===== config.mk =====
export PLATFORM = sky130hd
export DESIGN_NAME = jtxll_top
export DESIGN_NICKNAME = d
export VERILOG_FILES = /design/src/logic/jtxll_lmfc.v /design/src/logic/jtxll_top.v
export VERILOG_INCLUDE_DIRS = /design/src /design/src/inc
export SDC_FILE = /design/constraint.sdc
export NUM_CORES = 1
export LEC_CHECK = 0
export ABC_CLOCK_PERIOD_IN_PS = 2800
export BUFFER_PORTS_ARGS = -buffer_cell sky130_fd_sc_hd__buf_2
export CAP_MARGIN = 20
export CORE_MARGIN = 2
export CORE_UTILIZATION = 60
export CTS_BUF_LIST = sky130_fd_sc_hd__clkbuf_8
export DETAILED_ROUTE_END_ITERATION = 16
export PLACE_DENSITY = 0.91
export SYNTH_ARGS = -nofsm -noshare
export SYNTH_HDL_FRONTEND = slang
export SYNTH_SLANG_ARGS = --single-unit

===== constraint.sdc =====
create_clock -name CLK_SYS -period 2.8 [get_ports CLK_SYS]
set_input_delay 0.14 -clock CLK_SYS [delete_from_list [all_inputs] [get_ports CLK_SYS]]
set_output_delay 0.14 -clock CLK_SYS [all_outputs]
set_load 0.1 [all_outputs]

===== src/inc/jtxll_map.vh =====
// register map, field positions and link characters of the tx link control
`ifndef JTXLL_MAP_VH
`define JTXLL_MAP_VH
`define JTXLL_CTRL_OFFS 4'h0
`define JTXLL_STAT_OFFS 4'h4
`define JTXLL_CTRL_RESET 32'h00000000
`define JTXLL_CTRL_WMASK 32'h0001FFFF
`define JTXLL_LANE_SYNC_BIT 0
`define JTXLL_ILAS_LEN_LSB 1
`define JTXLL_ILAS_LEN_MSB 8
`define JTXLL_REPL_DIS_BIT 9
`define JTXLL_LOOP_BIT 10
`define JTXLL_EXIT_SEL_BIT 11
`define JTXLL_SPARE_LSB 12
`define JTXLL_SPARE_MSB 16
`define JTXLL_ILAS_MIN_FIELD 8'h03
`define JTXLL_MIN_K_COUNT 3'h4
`define JTXLL_CHAR_CGS 8'hBC
`define JTXLL_CHAR_R 8'h1C
`define JTXLL_CHAR_Q 8'h9C
`define JTXLL_CHAR_A 8'h7C
`define JTXLL_CHAR_F 8'hFC
`define JTXLL_CFG_OCTETS 14
`define JTXLL_RESP_OKAY 2'h0
`define JTXLL_RESP_SLVERR 2'h2
`endif


===== src/logic/jtxll_lmfc.v =====
// local multiframe counter: octet position, frame and multiframe ends
`timescale 1ns/10ps
module jtxll_lmfc #(
    parameter F_OCTETS = 1,
    parameter K_FRAMES = 32,
    parameter POS_W = 12
) (
    input wire clk,
    input wire resetn,
    output wire [POS_W-1:0] pos,
    output wire frame_end,
    output wire mf_end
);
    localparam [POS_W-1:0] FRAME_LAST = F_OCTETS - 1;
    localparam [POS_W-1:0] MF_LAST = F_OCTETS * K_FRAMES - 1;
    reg [POS_W-1:0] pos_reg;
    reg [POS_W-1:0] oct_reg;

    assign pos = pos_reg;
    assign frame_end = (oct_reg == FRAME_LAST);
    assign mf_end = (pos_reg == MF_LAST);

    always @(posedge clk or negedge resetn)
    begin
        if (!resetn)
        begin
            pos_reg <= {POS_W{1'b0}};
            oct_reg <= {POS_W{1'b0}};
        end
        else
        begin
            pos_reg <= mf_end ? {POS_W{1'b0}} : pos_reg + 1'b1;
            oct_reg <= frame_end ? {POS_W{1'b0}} : oct_reg + 1'b1;
        end
    end
endmodule // jtxll_lmfc


===== src/logic/jtxll_top.v =====
// tx data link layer control: register, link state machine, octet stream
//
// Chosen here: the register addresses and register access over AXI4-Lite.
`timescale 1ns/10ps
`include "jtxll_map.vh"
module jtxll_top #(
    parameter F_OCTETS = 1,
    parameter K_FRAMES = 32,
    parameter POS_W = 12,
    parameter [111:0] ILAS_CFG = 112'h0
) (
    input wire CLK_SYS,
    input wire RESETN,
    input wire [3:0] S_AWADDR,
    input wire S_AWVALID,
    output reg S_AWREADY,
    input wire [31:0] S_WDATA,
    input wire [3:0] S_WSTRB,
    input wire S_WVALID,
    output reg S_WREADY,
    output reg [1:0] S_BRESP,
    output reg S_BVALID,
    input wire S_BREADY,
    input wire [3:0] S_ARADDR,
    input wire S_ARVALID,
    output reg S_ARREADY,
    output reg [31:0] S_RDATA,
    output reg [1:0] S_RRESP,
    output reg S_RVALID,
    input wire S_RREADY,
    input wire LINK_REINIT,
    input wire SYNC_N,
    input wire [7:0] TX_USER_DATA,
    output reg [7:0] TX_OCTET,
    output reg TX_CHAR_K,
    output reg TX_USER_TAKEN,
    output reg [1:0] LINK_STATE
);
    localparam [1:0] ST_CGS = 2'h0;
    localparam [1:0] ST_ILAS = 2'h1;
    localparam [1:0] ST_DATA = 2'h2;
    localparam [POS_W-1:0] POS_Q = 1;
    localparam [POS_W-1:0] POS_CFG0 = 2;
    localparam [POS_W-1:0] POS_CFGN = 2 + `JTXLL_CFG_OCTETS;
    localparam [POS_W-1:0] POS_LAST = F_OCTETS * K_FRAMES - 1;

    wire [POS_W-1:0] pos;
    wire frame_end;
    wire mf_end;

    reg [31:0] ctrl_reg;
    reg [3:0] aw_addr_reg;
    reg aw_full_reg;
    reg [31:0] w_data_reg;
    reg [3:0] w_strb_reg;
    reg w_full_reg;
    reg [1:0] state_reg;
    reg [1:0] state_next;
    reg [2:0] k_cnt_reg;
    reg [7:0] mf_idx_reg;
    reg sync_q_reg;
    reg loop_q_reg;
    reg reinit_pend_reg;
    reg force_exit_reg;
    reg wait_rise_reg;
    reg rise_seen_reg;
    reg [7:0] prev_last_reg;

    wire lane_sync_en = ctrl_reg[`JTXLL_LANE_SYNC_BIT];
    wire repl_dis = ctrl_reg[`JTXLL_REPL_DIS_BIT];
    wire loop_en = ctrl_reg[`JTXLL_LOOP_BIT];
    wire exit_sel = ctrl_reg[`JTXLL_EXIT_SEL_BIT];
    wire [7:0] len_field = ctrl_reg[`JTXLL_ILAS_LEN_MSB:`JTXLL_ILAS_LEN_LSB];
    // last multiframe index of ILAS, never below the four multiframe minimum
    wire [7:0] ilas_last = (len_field < `JTXLL_ILAS_MIN_FIELD) ?
        `JTXLL_ILAS_MIN_FIELD : len_field;
    wire sync_rise = SYNC_N & ~sync_q_reg;
    wire loop_rise = loop_en & ~loop_q_reg;
    wire k_enough = (k_cnt_reg >= `JTXLL_MIN_K_COUNT);
    wire wr_fire = aw_full_reg & w_full_reg & ~S_BVALID;
    wire [31:0] wmask = {{8{w_strb_reg[3]}}, {8{w_strb_reg[2]}},
        {8{w_strb_reg[1]}}, {8{w_strb_reg[0]}}};
    wire [31:0] status = {20'h00000, mf_idx_reg, reinit_pend_reg,
        sync_q_reg, state_reg};
    wire cgs_exit;
    wire ilas_done;

    jtxll_lmfc #(
        .F_OCTETS(F_OCTETS),
        .K_FRAMES(K_FRAMES),
        .POS_W(POS_W)
    ) u_lmfc (
        .clk(CLK_SYS),
        .resetn(RESETN),
        .pos(pos),
        .frame_end(frame_end),
        .mf_end(mf_end)
    );

    // write channel: address and data taken in either order
    always @(posedge CLK_SYS or negedge RESETN)
    begin
        if (!RESETN)
        begin
            S_AWREADY <= 1'b1;
            S_WREADY <= 1'b1;
            S_BVALID <= 1'b0;
            S_BRESP <= `JTXLL_RESP_OKAY;
            aw_full_reg <= 1'b0;
            w_full_reg <= 1'b0;
            aw_addr_reg <= 4'h0;
            w_data_reg <= 32'h00000000;
            w_strb_reg <= 4'h0;
            ctrl_reg <= `JTXLL_CTRL_RESET;
        end
        else
        begin
            if (S_AWVALID && S_AWREADY)
            begin
                aw_addr_reg <= S_AWADDR;
                aw_full_reg <= 1'b1;
                S_AWREADY <= 1'b0;
            end
            if (S_WVALID && S_WREADY)
            begin
                w_data_reg <= S_WDATA;
                w_strb_reg <= S_WSTRB;
                w_full_reg <= 1'b1;
                S_WREADY <= 1'b0;
            end
            if (wr_fire)
            begin
                aw_full_reg <= 1'b0;
                w_full_reg <= 1'b0;
                S_BVALID <= 1'b1;
                if (aw_addr_reg[3:2] == `JTXLL_CTRL_OFFS >> 2)
                begin
                    // reserved upper bits never stored
                    ctrl_reg <= ((ctrl_reg & ~wmask) | (w_data_reg & wmask))
                        & `JTXLL_CTRL_WMASK;
                    S_BRESP <= `JTXLL_RESP_OKAY;
                end
                else
                begin
                    S_BRESP <= `JTXLL_RESP_SLVERR;
                end
            end
            if (S_BVALID && S_BREADY)
            begin
                S_BVALID <= 1'b0;
                S_AWREADY <= 1'b1;
                S_WREADY <= 1'b1;
            end
        end
    end

    // read channel
    always @(posedge CLK_SYS or negedge RESETN)
    begin
        if (!RESETN)
        begin
            S_ARREADY <= 1'b1;
            S_RVALID <= 1'b0;
            S_RDATA <= 32'h00000000;
            S_RRESP <= `JTXLL_RESP_OKAY;
        end
        else if (S_ARVALID && S_ARREADY)
        begin
            S_ARREADY <= 1'b0;
            S_RVALID <= 1'b1;
            if (S_ARADDR[3:2] == `JTXLL_CTRL_OFFS >> 2)
            begin
                S_RDATA <= ctrl_reg;
                S_RRESP <= `JTXLL_RESP_OKAY;
            end
            else if (S_ARADDR[3:2] == `JTXLL_STAT_OFFS >> 2)
            begin
                S_RDATA <= status;
                S_RRESP <= `JTXLL_RESP_OKAY;
            end
            else
            begin
                S_RDATA <= 32'h00000000;
                S_RRESP <= `JTXLL_RESP_SLVERR;
            end
        end
        else if (S_RVALID && S_RREADY)
        begin
            S_RVALID <= 1'b0;
            S_ARREADY <= 1'b1;
        end
    end

    // CGS leaves only on a multiframe end after four K28.5
    assign cgs_exit = mf_end && k_enough &&
        (force_exit_reg ? 1'b1 :
         wait_rise_reg ? rise_seen_reg : SYNC_N);
    assign ilas_done = mf_end && (mf_idx_reg == ilas_last);

    always @*
    begin
        state_next = state_reg;
        case (state_reg)
            ST_CGS:
            begin
                if (cgs_exit)
                begin
                    state_next = (lane_sync_en || loop_en) ?
                        ST_ILAS : ST_DATA;
                end
            end
            ST_ILAS:
            begin
                if (!SYNC_N || loop_rise)
                begin
                    state_next = ST_CGS;
                end
                else if (ilas_done && !loop_en)
                begin
                    state_next = ST_DATA;
                end
            end
            ST_DATA:
            begin
                if (!SYNC_N || loop_rise)
                begin
                    state_next = ST_CGS;
                end
            end
            default:
            begin
                state_next = ST_CGS;
            end
        endcase
        if (LINK_REINIT)
        begin
            state_next = ST_CGS;
        end
    end

    // link state and CGS exit mode
    always @(posedge CLK_SYS or negedge RESETN)
    begin
        if (!RESETN)
        begin
            state_reg <= ST_CGS;
            k_cnt_reg <= 3'h0;
            mf_idx_reg <= 8'h00;
            sync_q_reg <= 1'b0;
            loop_q_reg <= 1'b0;
            reinit_pend_reg <= 1'b0;
            force_exit_reg <= 1'b0;
            wait_rise_reg <= 1'b0;
            rise_seen_reg <= 1'b0;
        end
        else
        begin
            state_reg <= state_next;
            sync_q_reg <= SYNC_N;
            loop_q_reg <= loop_en;
            if (state_next != ST_CGS)
            begin
                k_cnt_reg <= 3'h0;
            end
            else if (state_reg == ST_CGS && !k_enough)
            begin
                k_cnt_reg <= k_cnt_reg + 3'h1;
            end
            if (state_reg != ST_ILAS || ilas_done)
            begin
                mf_idx_reg <= 8'h00;
            end
            else if (mf_end)
            begin
                mf_idx_reg <= mf_idx_reg + 8'h01;
            end
            if (state_reg == ST_CGS && cgs_exit)
            begin
                reinit_pend_reg <= 1'b0;
                force_exit_reg <= 1'b0;
                wait_rise_reg <= 1'b0;
                rise_seen_reg <= 1'b0;
            end
            else if (sync_rise && wait_rise_reg)
            begin
                rise_seen_reg <= 1'b1;
            end
            if (LINK_REINIT)
            begin
                // set wins over the exit clear above
                reinit_pend_reg <= 1'b1;
                force_exit_reg <= ~exit_sel;
                wait_rise_reg <= exit_sel;
                rise_seen_reg <= 1'b0;
                k_cnt_reg <= 3'h0;
            end
            else if (loop_rise && state_reg != ST_CGS)
            begin
                force_exit_reg <= SYNC_N;
                wait_rise_reg <= 1'b0;
                k_cnt_reg <= 3'h0;
            end
        end
    end

    // octet stream
    always @(posedge CLK_SYS or negedge RESETN)
    begin
        if (!RESETN)
        begin
            TX_OCTET <= 8'h00;
            TX_CHAR_K <= 1'b0;
            TX_USER_TAKEN <= 1'b0;
            LINK_STATE <= ST_CGS;
            prev_last_reg <= 8'h00;
        end
        else
        begin
            LINK_STATE <= state_reg;
            TX_USER_TAKEN <= (state_reg == ST_DATA);
            case (state_reg)
                ST_CGS:
                begin
                    TX_OCTET <= `JTXLL_CHAR_CGS;
                    TX_CHAR_K <= 1'b1;
                end
                ST_ILAS:
                begin
                    if (pos == {POS_W{1'b0}})
                    begin
                        TX_OCTET <= `JTXLL_CHAR_R;
                        TX_CHAR_K <= 1'b1;
                    end
                    else if (pos == POS_LAST)
                    begin
                        TX_OCTET <= `JTXLL_CHAR_A;
                        TX_CHAR_K <= 1'b1;
                    end
                    else if (mf_idx_reg == 8'h01 && pos == POS_Q)
                    begin
                        TX_OCTET <= `JTXLL_CHAR_Q;
                        TX_CHAR_K <= 1'b1;
                    end
                    else if (mf_idx_reg == 8'h01 && pos >= POS_CFG0 &&
                        pos < POS_CFGN)
                    begin
                        TX_OCTET <= ILAS_CFG[(pos - POS_CFG0) * 8 +: 8];
                        TX_CHAR_K <= 1'b0;
                    end
                    else
                    begin
                        TX_OCTET <= pos[7:0];
                        TX_CHAR_K <= 1'b0;
                    end
                end
                ST_DATA:
                begin
                    if (frame_end)
                    begin
                        prev_last_reg <= TX_USER_DATA;
                    end
                    if (frame_end && !repl_dis &&
                        TX_USER_DATA == prev_last_reg)
                    begin
                        TX_OCTET <= (mf_end && lane_sync_en) ?
                            `JTXLL_CHAR_A : `JTXLL_CHAR_F;
                        TX_CHAR_K <= 1'b1;
                    end
                    else
                    begin
                        TX_OCTET <= TX_USER_DATA;
                        TX_CHAR_K <= 1'b0;
                    end
                end
                default:
                begin
                    TX_OCTET <= 8'h00;
                    TX_CHAR_K <= 1'b0;
                end
            endcase
        end
    end
endmodule // jtxll_top


==> impl_metrics.py, run 1 <==
metrics = {
    "power": {
        "p_leak_nw": 3.278,
        "vdd_ir_drop_max_mv": 0.8316,
        "p_total_mw": 5.977,
        "power-per-cell-area_nw_per_um2": 851.3,
    },
    "clocking": {
        "cts-buffers-inserted": 17,
        "htree_levels": 4,
        "cts_sinks": 128,
        "clock-root-buffer": "clkbuf_8",
        "cts_tree": "done",
        "cts_resized": 0,
        "clockBufferDepth": 2,
        "insertion_delay_ns": 0.43,
        "postCtsSetupBuffers": 0,
        "path_clk_slew_ns": 0.07,
    },
    "setup_path": {
        "critPathLaunchType": "register",
        "worstSetupEndpointType": "register",
        "reg2reg_to": "mf_idx_reg[4]$_DFFE_PN0P_",
        "r2r_start": "u_lmfc.pos[0]$_DFF_PN0_",
        "cp.required_ns": 3.08,
        "crit_slowest_cell": "o31ai_2",
        "max_stage_delay_ns": 0.50,
        "crit_type": "register to register",
        "worst-path-max-fanout": 14,
        "crit_chain": "ha_1, and4_1, and3_4, nand4_2, o31ai_2, nor2_1",
        "path_delay_family": "simple AND/OR/NAND/NOR gates",
        "worstPathArrival_ns": 2.57,
        "crit_buf_inv": 0,
        "reg2reg_slack_ns": 0.51,
        "r2r_cells": 6,
    },
    "grt": {
        "grt_first_pass_wirelength_microns": 21490,
        "grt_max_degree": 78,
        "met1_usage": 0.3136,
        "antenna_found_initial": 0,
        "grt_pass1_vias": 4474,
        "grt.total_usage": 0.2713,
        "grt_use_met3": 0.08413,
        "use_met2": 0.4701,
        "grt_overflow_total": 0,
        "busiest_layer": "met2",
    },
    "detailed_routing": {
        "vias": 4248,
        "wl_per_cell_microns": 17.34,
        "drt-pass1-iter-count": 5,
        "drtIter0Drc": 371,
        "drt_wl_total_microns": 13160,
        "ant_nets": 0,
        "post_drt_via_cell_ratio": 5.597,
        "drc": 0,
    },
    "yosys": {
        "synthTopCellsByArea": "dfrtp_1 54%, mux2_2 9.6%, xor2_1 3.5%",
        "synth-seq-cells": 128,
        "synth_area_per_cell_sq_um": 11.65,
        "synth_most_common_cell": "dfrtp_1",
        "synth-edff-count": 0,
        "yosysTopAreaCell": "dfrtp_1",
        "synth_warnings": 0,
        "synth_ff_type": "dfrtp_1",
        "ys_types": 49,
        "netlist_area_sq_um": 5767,
        "synth_top_cell_area_share": 0.5424,
        "ys_async_sr_fraction": 1.000,
        "yosys-top-cells-count": "125 x dfrtp_1, 49 x mux2_2, 40 x nand2_1, 35 x nor2_1, 25 x o21ai_0",
        "ys_seq_area_frac": 0.5561,
        "syn_inst": 495,
    },
    "timing": {
        "min_period_over_period": 0.8176,
        "slew_headroom": 0.4414,
        "max_freq_mhz": 436.8,
        "worstMarginPinSlew_ns": 0.8359,
        "tns_ns": 0,
        "timing.final.crit_period_ns": 2.289,
        "slew_violations": 0,
        "skew_ns": 0.01618,
        "setup_viol": 0,
        "rsz0062_at_grt": "false",
        "hold_violations": 0,
        "setup_ws_ns": 0.5106,
    },
    "hold_path": {
        "hp-class": "primary input to register",
        "min_from": "S_ARADDR[2]",
        "min_to": "S_RDATA[8]$_DFFE_PN0P_",
        "holdPathStages": 3,
    },
    "layout": {
        "area_growth_syn_to_layout_pct": 21.74,
        "layout.nets": 686,
        "num_antenna_cells": 0,
        "nFillCells": 568,
        "final_area_sq_um": 7020,
        "drive_gt1_frac": 0.2667,
    },
    "status": {
        "status": "finished clean",
    },
    "die": {
        "die_y_microns": 102.0,
        "fp.dieArea_sq_um": 10410,
        "rows": 35,
        "start_util": 0.6212,
        "fp.dieW_microns": 102.0,
        "coreArea_sq_um": 9284,
        "ios": 114,
    },
    "place": {
        "placed_area_sq_um": 6200,
        "place.gp.congestion": 0.8723,
        "hpwl_microns": 8253,
        "pre_cts_ws_ns": 0.5397,
        "io_buffer_count": 76,
    },
    "flow_run": {
        "maxCapViolations": 0,
    },
}
==> how the worst max path moves through the flow <==
stage	start	endpoint	slack, ns	cells after the start
floorplan	S_BVALID$_DFFE_PN0P_	register	0.84	5
global placement	u_lmfc.pos[0]$_DFF_PN0_	mf_idx_reg[1]$_DFFE_PN0P_	0.62	6
detailed placement	u_lmfc.pos[0]$_DFF_PN0_	mf_idx_reg[4]$_DFFE_PN0P_	0.54	6
CTS	u_lmfc.pos[0]$_DFF_PN0_	mf_idx_reg[4]$_DFFE_PN0P_	0.54	6
global route	u_lmfc.pos[0]$_DFF_PN0_	mf_idx_reg[4]$_DFFE_PN0P_	0.33	6
finish	u_lmfc.pos[0]$_DFF_PN0_	mf_idx_reg[4]$_DFFE_PN0P_	0.51	6
==> cell usage in the layout, fill, tap and decap left out, drive strengths merged, types with 17 or more instances in the layout <==
| cell | netlist | layout |
|---|---|---|
| dfrtp | 125 | 125 |
| buf | 22 | 77 |
| mux2 | 49 | 49 |
| dlygate4sd3 | 0 | 42 |
| nand2 | 40 | 40 |
| nor2 | 35 | 35 |
| o21ai | 25 | 25 |
| xor2 | 23 | 23 |
| xnor2 | 20 | 20 |
| clkbuf | 10 | 19 |
| conb | 1 | 17 |
==> kinds of logic (layout without fill, tap and decap cells) <==
group	count (synthesis)	count (layout)	share of synthesized area
AO/OA/AOI/OAI	63	63	0.07138
flip-flops	128	128	0.5561
AND/OR/NAND/NOR	145	145	0.1282
adder cells (fa/ha/maj)	8	8	0.01736
multiplexers	63	63	0.1200
XOR/XNOR	43	43	0.06531
buffers and inverters	44	163	0.04101
other	1	17	0.0006503
==> per-stage QoR <==
step	util	hold WS (ns)	cells
4_1_cts	0.7562	0.2409	759
5_1_grt	0.7562	0.2720	759
3_3_place_gp	0.6678	0.2034	685
2_1_floorplan	-	-0.1556	511
3_5_place_dp	0.6678	0.2068	685
6_report	0.7562	0.2717	759
==> report_power, final <==
part | switching, mW | internal (mW)
Sequential | 0.336 | 2.28
Combinational | 1.23 | 0.554
Clock | 0.736 | 0.840
Total | 2.30 | 3.67
==> layout make-up <==
class / instances / area [sq um] / share of cell area
Timing Repair Buffer: 119 / 823.3 / 0.1173
Sequential cell: 128 / 3207 / 0.4568
Multi-Input combinational cell: 339 / 2384 / 0.3395
Tap cell: 129 / 161.4 / 0.02299
Clock buffer: 19 / 261.5 / 0.03725
Inverter: 12 / 45.04 / 0.006416
Clock inverter: 13 / 138.9 / 0.01978
==> metal layers <==
layer,part of all wire,routed length [microns]
met3,0.060,787
met2,0.53,6973
met1,0.38,5024
met4,0.028,374
met5,0,0
==> worst min-delay path, stage by stage <==
cell and delay [ns]:
buf_2 0.22, mux2i_1 0.19, o21ai_0 0.08
==> timing repair <==
item / 4_1_cts / 5_1_grt
hold endpoints to repair: 92 / 0
hold buffers: 42 / 0
endpoints found under the setup margin: 0 / 0
No activity file was read; power rests on OpenSTA's default activity.
==> inputs of run 2 (changes only) <==
Settings changed: ABC_AREA set to 1, ABC_CLOCK_PERIOD_IN_PS 2800 to 2000, CORE_UTILIZATION 60 to 52, PLACE_DENSITY 0.91 to 0.84.
Clock period 2.8 ns to 2 ns, I/O delays scaled along.
==> run 2 against run 1 <==
Power grew 49%. Non-clock buffer count grew 7. Core utilization shrank 10 points. Critical path depth grew 6. Global-route usage shrank 4.1 points. Combinational power grew 61%. Sequential share of layout area shrank 2.4 points. Largest cell class unchanged. Hold slack lost 0.24 ns. Die area grew 20%. Clock skew shrank 0.0080 ns. Register-to-register slack lost 0.30 ns.
==> impl_metrics.py, run 2 <==
metrics = {
    "hold_path": {
        "hp-class": "primary input to register",
        "holdPathStages": 3,
        "min_to": "prev_last_reg[3]$_DFFE_PN0P_",
        "min_from": "TX_USER_DATA[3]",
    },
    "place": {
        "pre_cts_ws_ns": 0.1343,
        "io_buffer_count": 76,
        "dp_cells": 935,
        "hpwl_microns": 9379,
        "placed_area_sq_um": 6580,
        "place.gp.congestion": 0.9020,
    },
    "yosys": {
        "synth_warnings": 0,
        "synth_top_cell_area_share": 0.5170,
        "ys_types": 38,
        "yosysTopAreaCell": "dfrtp_1",
        "synth_most_common_cell": "nand2_1",
        "ys_seq_area_frac": 0.5300,
        "netlist_area_sq_um": 6051,
        "synth-edff-count": 0,
        "yosys-top-cells-count": "175 x nand2_1, 125 x dfrtp_1, 110 x inv_1, 69 x o21ai_0, 66 x nor2_1",
        "synth_ff_type": "dfrtp_1",
        "ys_async_sr_fraction": 1.000,
        "syn_inst": 720,
        "synth-seq-cells": 128,
        "synth_area_per_cell_sq_um": 8.404,
        "synthTopCellsByArea": "dfrtp_1 52%, nand2_1 11%, inv_1 6.8%",
    },
    "timing": {
        "worstMarginPinSlew_ns": 0.5537,
        "slew_headroom": 0.6308,
        "timing.final.crit_period_ns": 1.790,
        "setup_viol": 0,
        "whs_ns": 0.03239,
        "min_period_over_period": 0.8952,
        "setup_ws_ns": 0.2097,
        "hold_violations": 0,
        "slew_violations": 0,
        "skew_ns": 0.008186,
        "rsz0062_at_grt": "false",
        "tns_ns": 0,
        "max_freq_mhz": 558.6,
    },
    "layout": {
        "final_common_cell": "nand2_1",
        "nFillCells": 923,
        "mostFrequentLayoutCells": "175 x nand2_1, 124 x dfrtp_1, 110 x inv_1",
        "multi_input_area_sq_um": 2295,
        "layout.nets": 919,
        "area_growth_syn_to_layout_pct": 22.58,
        "stdcell_count": 1006,
        "finish.utilization": 0.6524,
        "final_area_sq_um": 7417,
        "register_area_sq_um": 3208,
        "drive_gt1_frac": 0.1703,
        "num_antenna_cells": 0,
    },
    "power": {
        "comb_power_share": 0.324,
        "vdd_ir_drop_max_mv": 1.240,
        "p_int_mw": 5.280,
        "switching_share": 0.4076,
        "p_clk_frac": 0.271,
        "p_leak_nw": 3.875,
        "power-per-cell-area_nw_per_um2": 1202,
        "switching_power_mw": 3.633,
        "p_total_mw": 8.913,
        "pwr-share-seq": 0.405,
    },
    "grt": {
        "antenna_found_initial": 0,
        "grt.total_usage": 0.2302,
        "grt_pass1_vias": 4991,
        "grt_overflow_total": 0,
        "grt_max_degree": 44,
        "grt_first_pass_wirelength_microns": 22940,
    },
    "detailed_routing": {
        "wl_per_cell_microns": 13.58,
        "drtIter0Drc": 440,
        "drt_wl_total_microns": 13660,
        "drc": 0,
        "ant_nets": 0,
        "drt-pass1-iter-count": 5,
        "vias": 5088,
        "post_drt_via_cell_ratio": 5.058,
    },
    "clocking": {
        "clockBufferDepth": 2,
        "cts_sinks": 128,
        "insertion_delay_ns": 0.44,
        "htree_levels": 4,
        "clock-root-buffer": "clkbuf_8",
        "path_clk_slew_ns": 0.07,
        "cts_tree": "done",
        "cts-buffers-inserted": 17,
    },
    "setup_path": {
        "crit_slowest_cell": "dfrtp_2",
        "crit_type": "register to register",
        "worst-path-max-fanout": 10,
        "critPathLaunchType": "register",
        "r2r_cells": 12,
        "r2r_start": "u_lmfc.pos[0]$_DFF_PN0_",
        "reg2reg_slack_ns": 0.21,
        "crit_top_cell": "nand2_2",
        "crit_chain": "ha_1, nand2_2, nor2_2, nand2_2, clkinv_2, nand3_4, nor2_2, a21oi_1, nand2_1, nand2_1, nand2_2, nor2_1",
        "reg2reg_to": "k_cnt_reg[0]$_DFFE_PN0P_",
        "max_stage_delay_ns": 0.41,
        "cp.required_ns": 2.33,
        "worstSetupEndpointType": "register",
        "worstPathArrival_ns": 2.12,
        "crit_start": "u_lmfc.pos[0]$_DFF_PN0_",
    },
    "flow_run": {
        "maxCapViolations": 0,
    },
    "die": {
        "rows": 39,
        "ios": 114,
        "start_util": 0.5322,
        "fp.dieArea_sq_um": 12510,
        "die_y_microns": 111.9,
        "fp.dieW_microns": 111.9,
        "coreArea_sq_um": 11370,
    },
    "status": {
        "status": "finished clean",
    },
}
==> run 2: cell types whose count changed in the layout (fill, tap and decap cells not counted), moves of 7 or more <==
cell,change
nand3_1,+19
o21ai_0,+44
mux2_2,-49
nor2_1,+30
nor2b_1,-7
inv_1,+97
xnor2_1,-16
xor2_1,-10
nand2_1,+135
buf_4,+10
mux2i_1,-14
o221ai_1,+8
==> run 2: layer usage <==
metal	GRT usage	vias up	routed length [microns]
met5	0	-	0
met4	0.07984	0	293
met3	0.05117	23	635
met2	0.3806	143	6648
met1	0.3017	2406	6081
li1	-	2516	-
==> run 2: final cells by class <==
cell class	count	share of cell area
sequential	128	0.4325
multi-input combinational	463	0.3094
timing repair buffer	126	0.1171
inverter	114	0.05786
clock buffer	18	0.03340
clock inverter	14	0.02564
tap	143	0.02412
==> run 2: cell families (layout without fill, tap and decap cells) <==
family | after synthesis | after routing | share of synthesized area
compound gates | 106 | 106 | 0.1024
xor+xnor | 17 | 17 | 0.02461
simple gates | 315 | 315 | 0.2239
buf+inv | 145 | 272 | 0.1019
fa+ha+maj | 8 | 8 | 0.01654
flops | 128 | 128 | 0.5300
other cells | 1 | 17 | 0.0006198
==> run 2: critical path, delay by kind of cell (launching register included) <==
kind,cells,cell delay [ns]
DFF,1,0.41
and+or+nand+nor,9,0.88
buffers and inverters,1,0.08
AOI/OAI and AO/OA,1,0.09
adders and majority gates,1,0.21
==> run 2: repair_timing <==
item	4_1_cts	5_1_grt
endpoints found under the setup margin	0	13
hold buffers	39	0
gates resized for setup	0	3
buffers inserted	0	0
endpoints found under the hold margin	84	0
==> run 2: worst max path at each step <==
| stage | end | cells past startpoint |
|---|---|---|
| 2_1_floorplan | register | 6 |
| 3_3_place_gp | k_cnt_reg[2]$_DFFE_PN0P_ | 12 |
| 3_5_place_dp | k_cnt_reg[0]$_DFFE_PN0P_ | 12 |
| 4_1_cts | k_cnt_reg[0]$_DFFE_PN0P_ | 12 |
| 5_1_grt | k_cnt_reg[0]$_DFFE_PN0P_ | 12 |
| 6_report | k_cnt_reg[0]$_DFFE_PN0P_ | 12 |
==> run 2: power by group through the flow <==
stage | registers [mW] | logic [mW] | clock network (mW)
final | 3.61 | 2.89 | 2.41
after detailed placement | 3.64 | 2.80 | 0
after global routing | 3.68 | 3.17 | 2.57
after CTS | 3.60 | 2.89 | 2.45
after global placement | 3.63 | 2.74 | 0
after floorplan | 4.59 | 1.21 | 0
==> inputs of run 3 (changes only) <==
Settings changed: CORE_ASPECT_RATIO set to 0.5, CORE_UTILIZATION 52 to 48, PLACE_DENSITY 0.84 to 0.78.
==> run 3 against run 2 <==
Non-clock buffer count rose by 6. Hold slack improved by 0.056 ns. Sequential share of layout area shrank 0.39 points. Critical endpoint unchanged. Core utilization is 3.2 points lower.
==> impl_metrics.py, run 3 (synthesized netlist as in run 2, its figures left out) <==
metrics = {
    "hold_path": {
        "hp-class": "primary input to register",
        "holdPathStages": 4,
        "min_to": "S_RRESP[1]$_DFFE_PN0P_",
        "min_from": "S_ARADDR[3]",
    },
    "layout": {
        "drive_gt1_frac": 0.1738,
        "final_common_cell": "nand2_1",
        "stdcell_count": 1034,
        "mostFrequentLayoutCells": "175 x nand2_1, 125 x dfrtp_1, 110 x inv_1",
        "layout.nets": 925,
        "finish.utilization": 0.6208,
        "num_antenna_cells": 0,
        "area_growth_syn_to_layout_pct": 23.66,
    },
    "timing": {
        "min_period_over_period": 0.9065,
        "rsz0062_at_grt": "false",
        "hold_violations": 0,
        "worstMarginPinSlew_ns": 0.7340,
        "skew_ns": 0.01201,
        "max_freq_mhz": 551.6,
        "setup_viol": 0,
        "tns_ns": 0,
        "slew_violations": 0,
        "slew_headroom": 0.5106,
        "timing.final.crit_period_ns": 1.813,
        "whs_ns": 0.08858,
    },
    "setup_path": {
        "r2r_start": "u_lmfc.pos[1]$_DFF_PN0_",
        "r2r_cells": 12,
        "reg2reg_slack_ns": 0.19,
        "crit_chain": "ha_2, nand2_2, nor2_2, nand2_2, clkinv_2, nand3_4, nor2_1, a21oi_1, nand2_1, nand2_1, nand2_2, nor2_1",
        "critPathLaunchType": "register",
        "worst-path-max-fanout": 10,
        "reg2reg_to": "k_cnt_reg[0]$_DFFE_PN0P_",
        "worstPathArrival_ns": 2.14,
        "crit_top_cell": "nand2_2",
        "cp.required_ns": 2.33,
        "crit_slowest_cell": "dfrtp_1",
        "crit_type": "register to register",
        "max_stage_delay_ns": 0.40,
        "worstSetupEndpointType": "register",
    },
    "place": {
        "hpwl_microns": 9354,
        "place.gp.congestion": 0.9125,
        "io_buffer_count": 76,
        "dp_cells": 959,
    },
    "clocking": {
        "cts_sinks": 128,
        "cts_tree": "done",
        "clock-root-buffer": "clkbuf_8",
        "htree_levels": 4,
        "insertion_delay_ns": 0.45,
        "clockBufferDepth": 2,
        "path_clk_slew_ns": 0.09,
        "cts-buffers-inserted": 17,
    },
    "detailed_routing": {
        "drt_wl_total_microns": 13390,
        "drtIter0Drc": 326,
        "vias": 5054,
        "post_drt_via_cell_ratio": 4.888,
        "ant_nets": 0,
        "wl_per_cell_microns": 12.95,
        "drc": 0,
        "drt-pass1-iter-count": 4,
    },
    "die": {
        "die_y_microns": 83.39,
        "fp.dieArea_sq_um": 13570,
        "coreArea_sq_um": 12050,
        "fp.dieW_microns": 162.8,
        "start_util": 0.5021,
        "rows": 28,
        "ios": 114,
    },
    "power": {
        "p_leak_nw": 3.905,
        "vdd_ir_drop_max_mv": 0.9254,
        "p_total_mw": 8.821,
        "power-per-cell-area_nw_per_um2": 1179,
    },
    "status": {
        "status": "finished clean",
    },
    "flow_run": {
        "maxCapViolations": 0,
    },
    "grt": {
        "grt_pass1_vias": 4750,
        "grt_max_degree": 59,
        "grt_first_pass_wirelength_microns": 22510,
        "grt_overflow_total": 0,
        "antenna_found_initial": 0,
        "grt.total_usage": 0.2078,
    },
}
## run 3: cell types whose count changed in the layout (fill, tap and decap cells not counted), sizes merged
cell / before / now
inv: 113 / 123
buf: 87 / 92
bufinv: 4 / 1
dlygate4sd3: 39 / 40
clkinv: 9 / 5
clkinvlp: 2 / 0
clkbuf: 18 / 17
## run 3: routing by layer
layer  GRT usage  routed length [microns]  vias up  share of wire
met4     0.06034                      188        0          0.014
met3     0.05644                      781       22          0.058
met2      0.3224                     6241      128           0.47
met1      0.2870                     6174     2372           0.46
li1            -                        -     2532              -
met5           0                        0        -              0
## run 3: through the flow
step,setup slack (ns),instance area (sq um)
global route,0.005552,7482
finish,0.1870,7482
detailed placement,0.1748,6635
CTS,0.1506,7457
floorplan,0.1293,6111
global placement,0.2138,6635
## run 3: worst max path at each step
stage | to | cells after the start | from | slack [ns]
4_1_cts | k_cnt_reg[0]$_DFFE_PN0P_ | 12 | u_lmfc.pos[0]$_DFF_PN0_ | 0.15
3_3_place_gp | mf_idx_reg[6]$_DFFE_PN0P_ | 10 | u_lmfc.pos[0]$_DFF_PN0_ | 0.21
3_5_place_dp | k_cnt_reg[0]$_DFFE_PN0P_ | 12 | u_lmfc.pos[0]$_DFF_PN0_ | 0.17
2_1_floorplan | register | 6 | S_BVALID$_DFFE_PN0P_ | 0.13
6_report | k_cnt_reg[0]$_DFFE_PN0P_ | 12 | u_lmfc.pos[1]$_DFF_PN0_ | 0.19
5_1_grt | k_cnt_reg[0]$_DFFE_PN0P_ | 12 | u_lmfc.pos[7]$_DFF_PN0_ | 0.006
## run 3: layout make-up
class	count	area, sq um
clock inverters	15	187.7
repair buffers	132	928.4
fillers	1023	4569
clock buffers	17	234.0
inverters	114	429.2
multi-input cells	463	2290
flip-flops and latches	128	3207
well taps	165	206.4
## run 3: timing repair
item,in CTS,in global routing
setup endpoints to repair,0,4
hold buffers,40,0
gates resized for setup,0,1
endpoints found under the hold margin,99,0
buffers inserted,0,3
## run 3: worst max-delay path: cells and delay by family (launching register included)
family / cells / cell delay (ns)
adders and majority gates: 1 / 0.22
AOI/OAI and AO/OA: 1 / 0.10
DFF: 1 / 0.40
and+or+nand+nor: 9 / 0.89
buffers and inverters: 1 / 0.08
## run 3: where the power goes
group | switching [mW] | internal (mW)
registers | 0.402 | 3.20
clock network | 1.25 | 1.07
logic | 2.21 | 0.693
total | 3.86 | 4.96
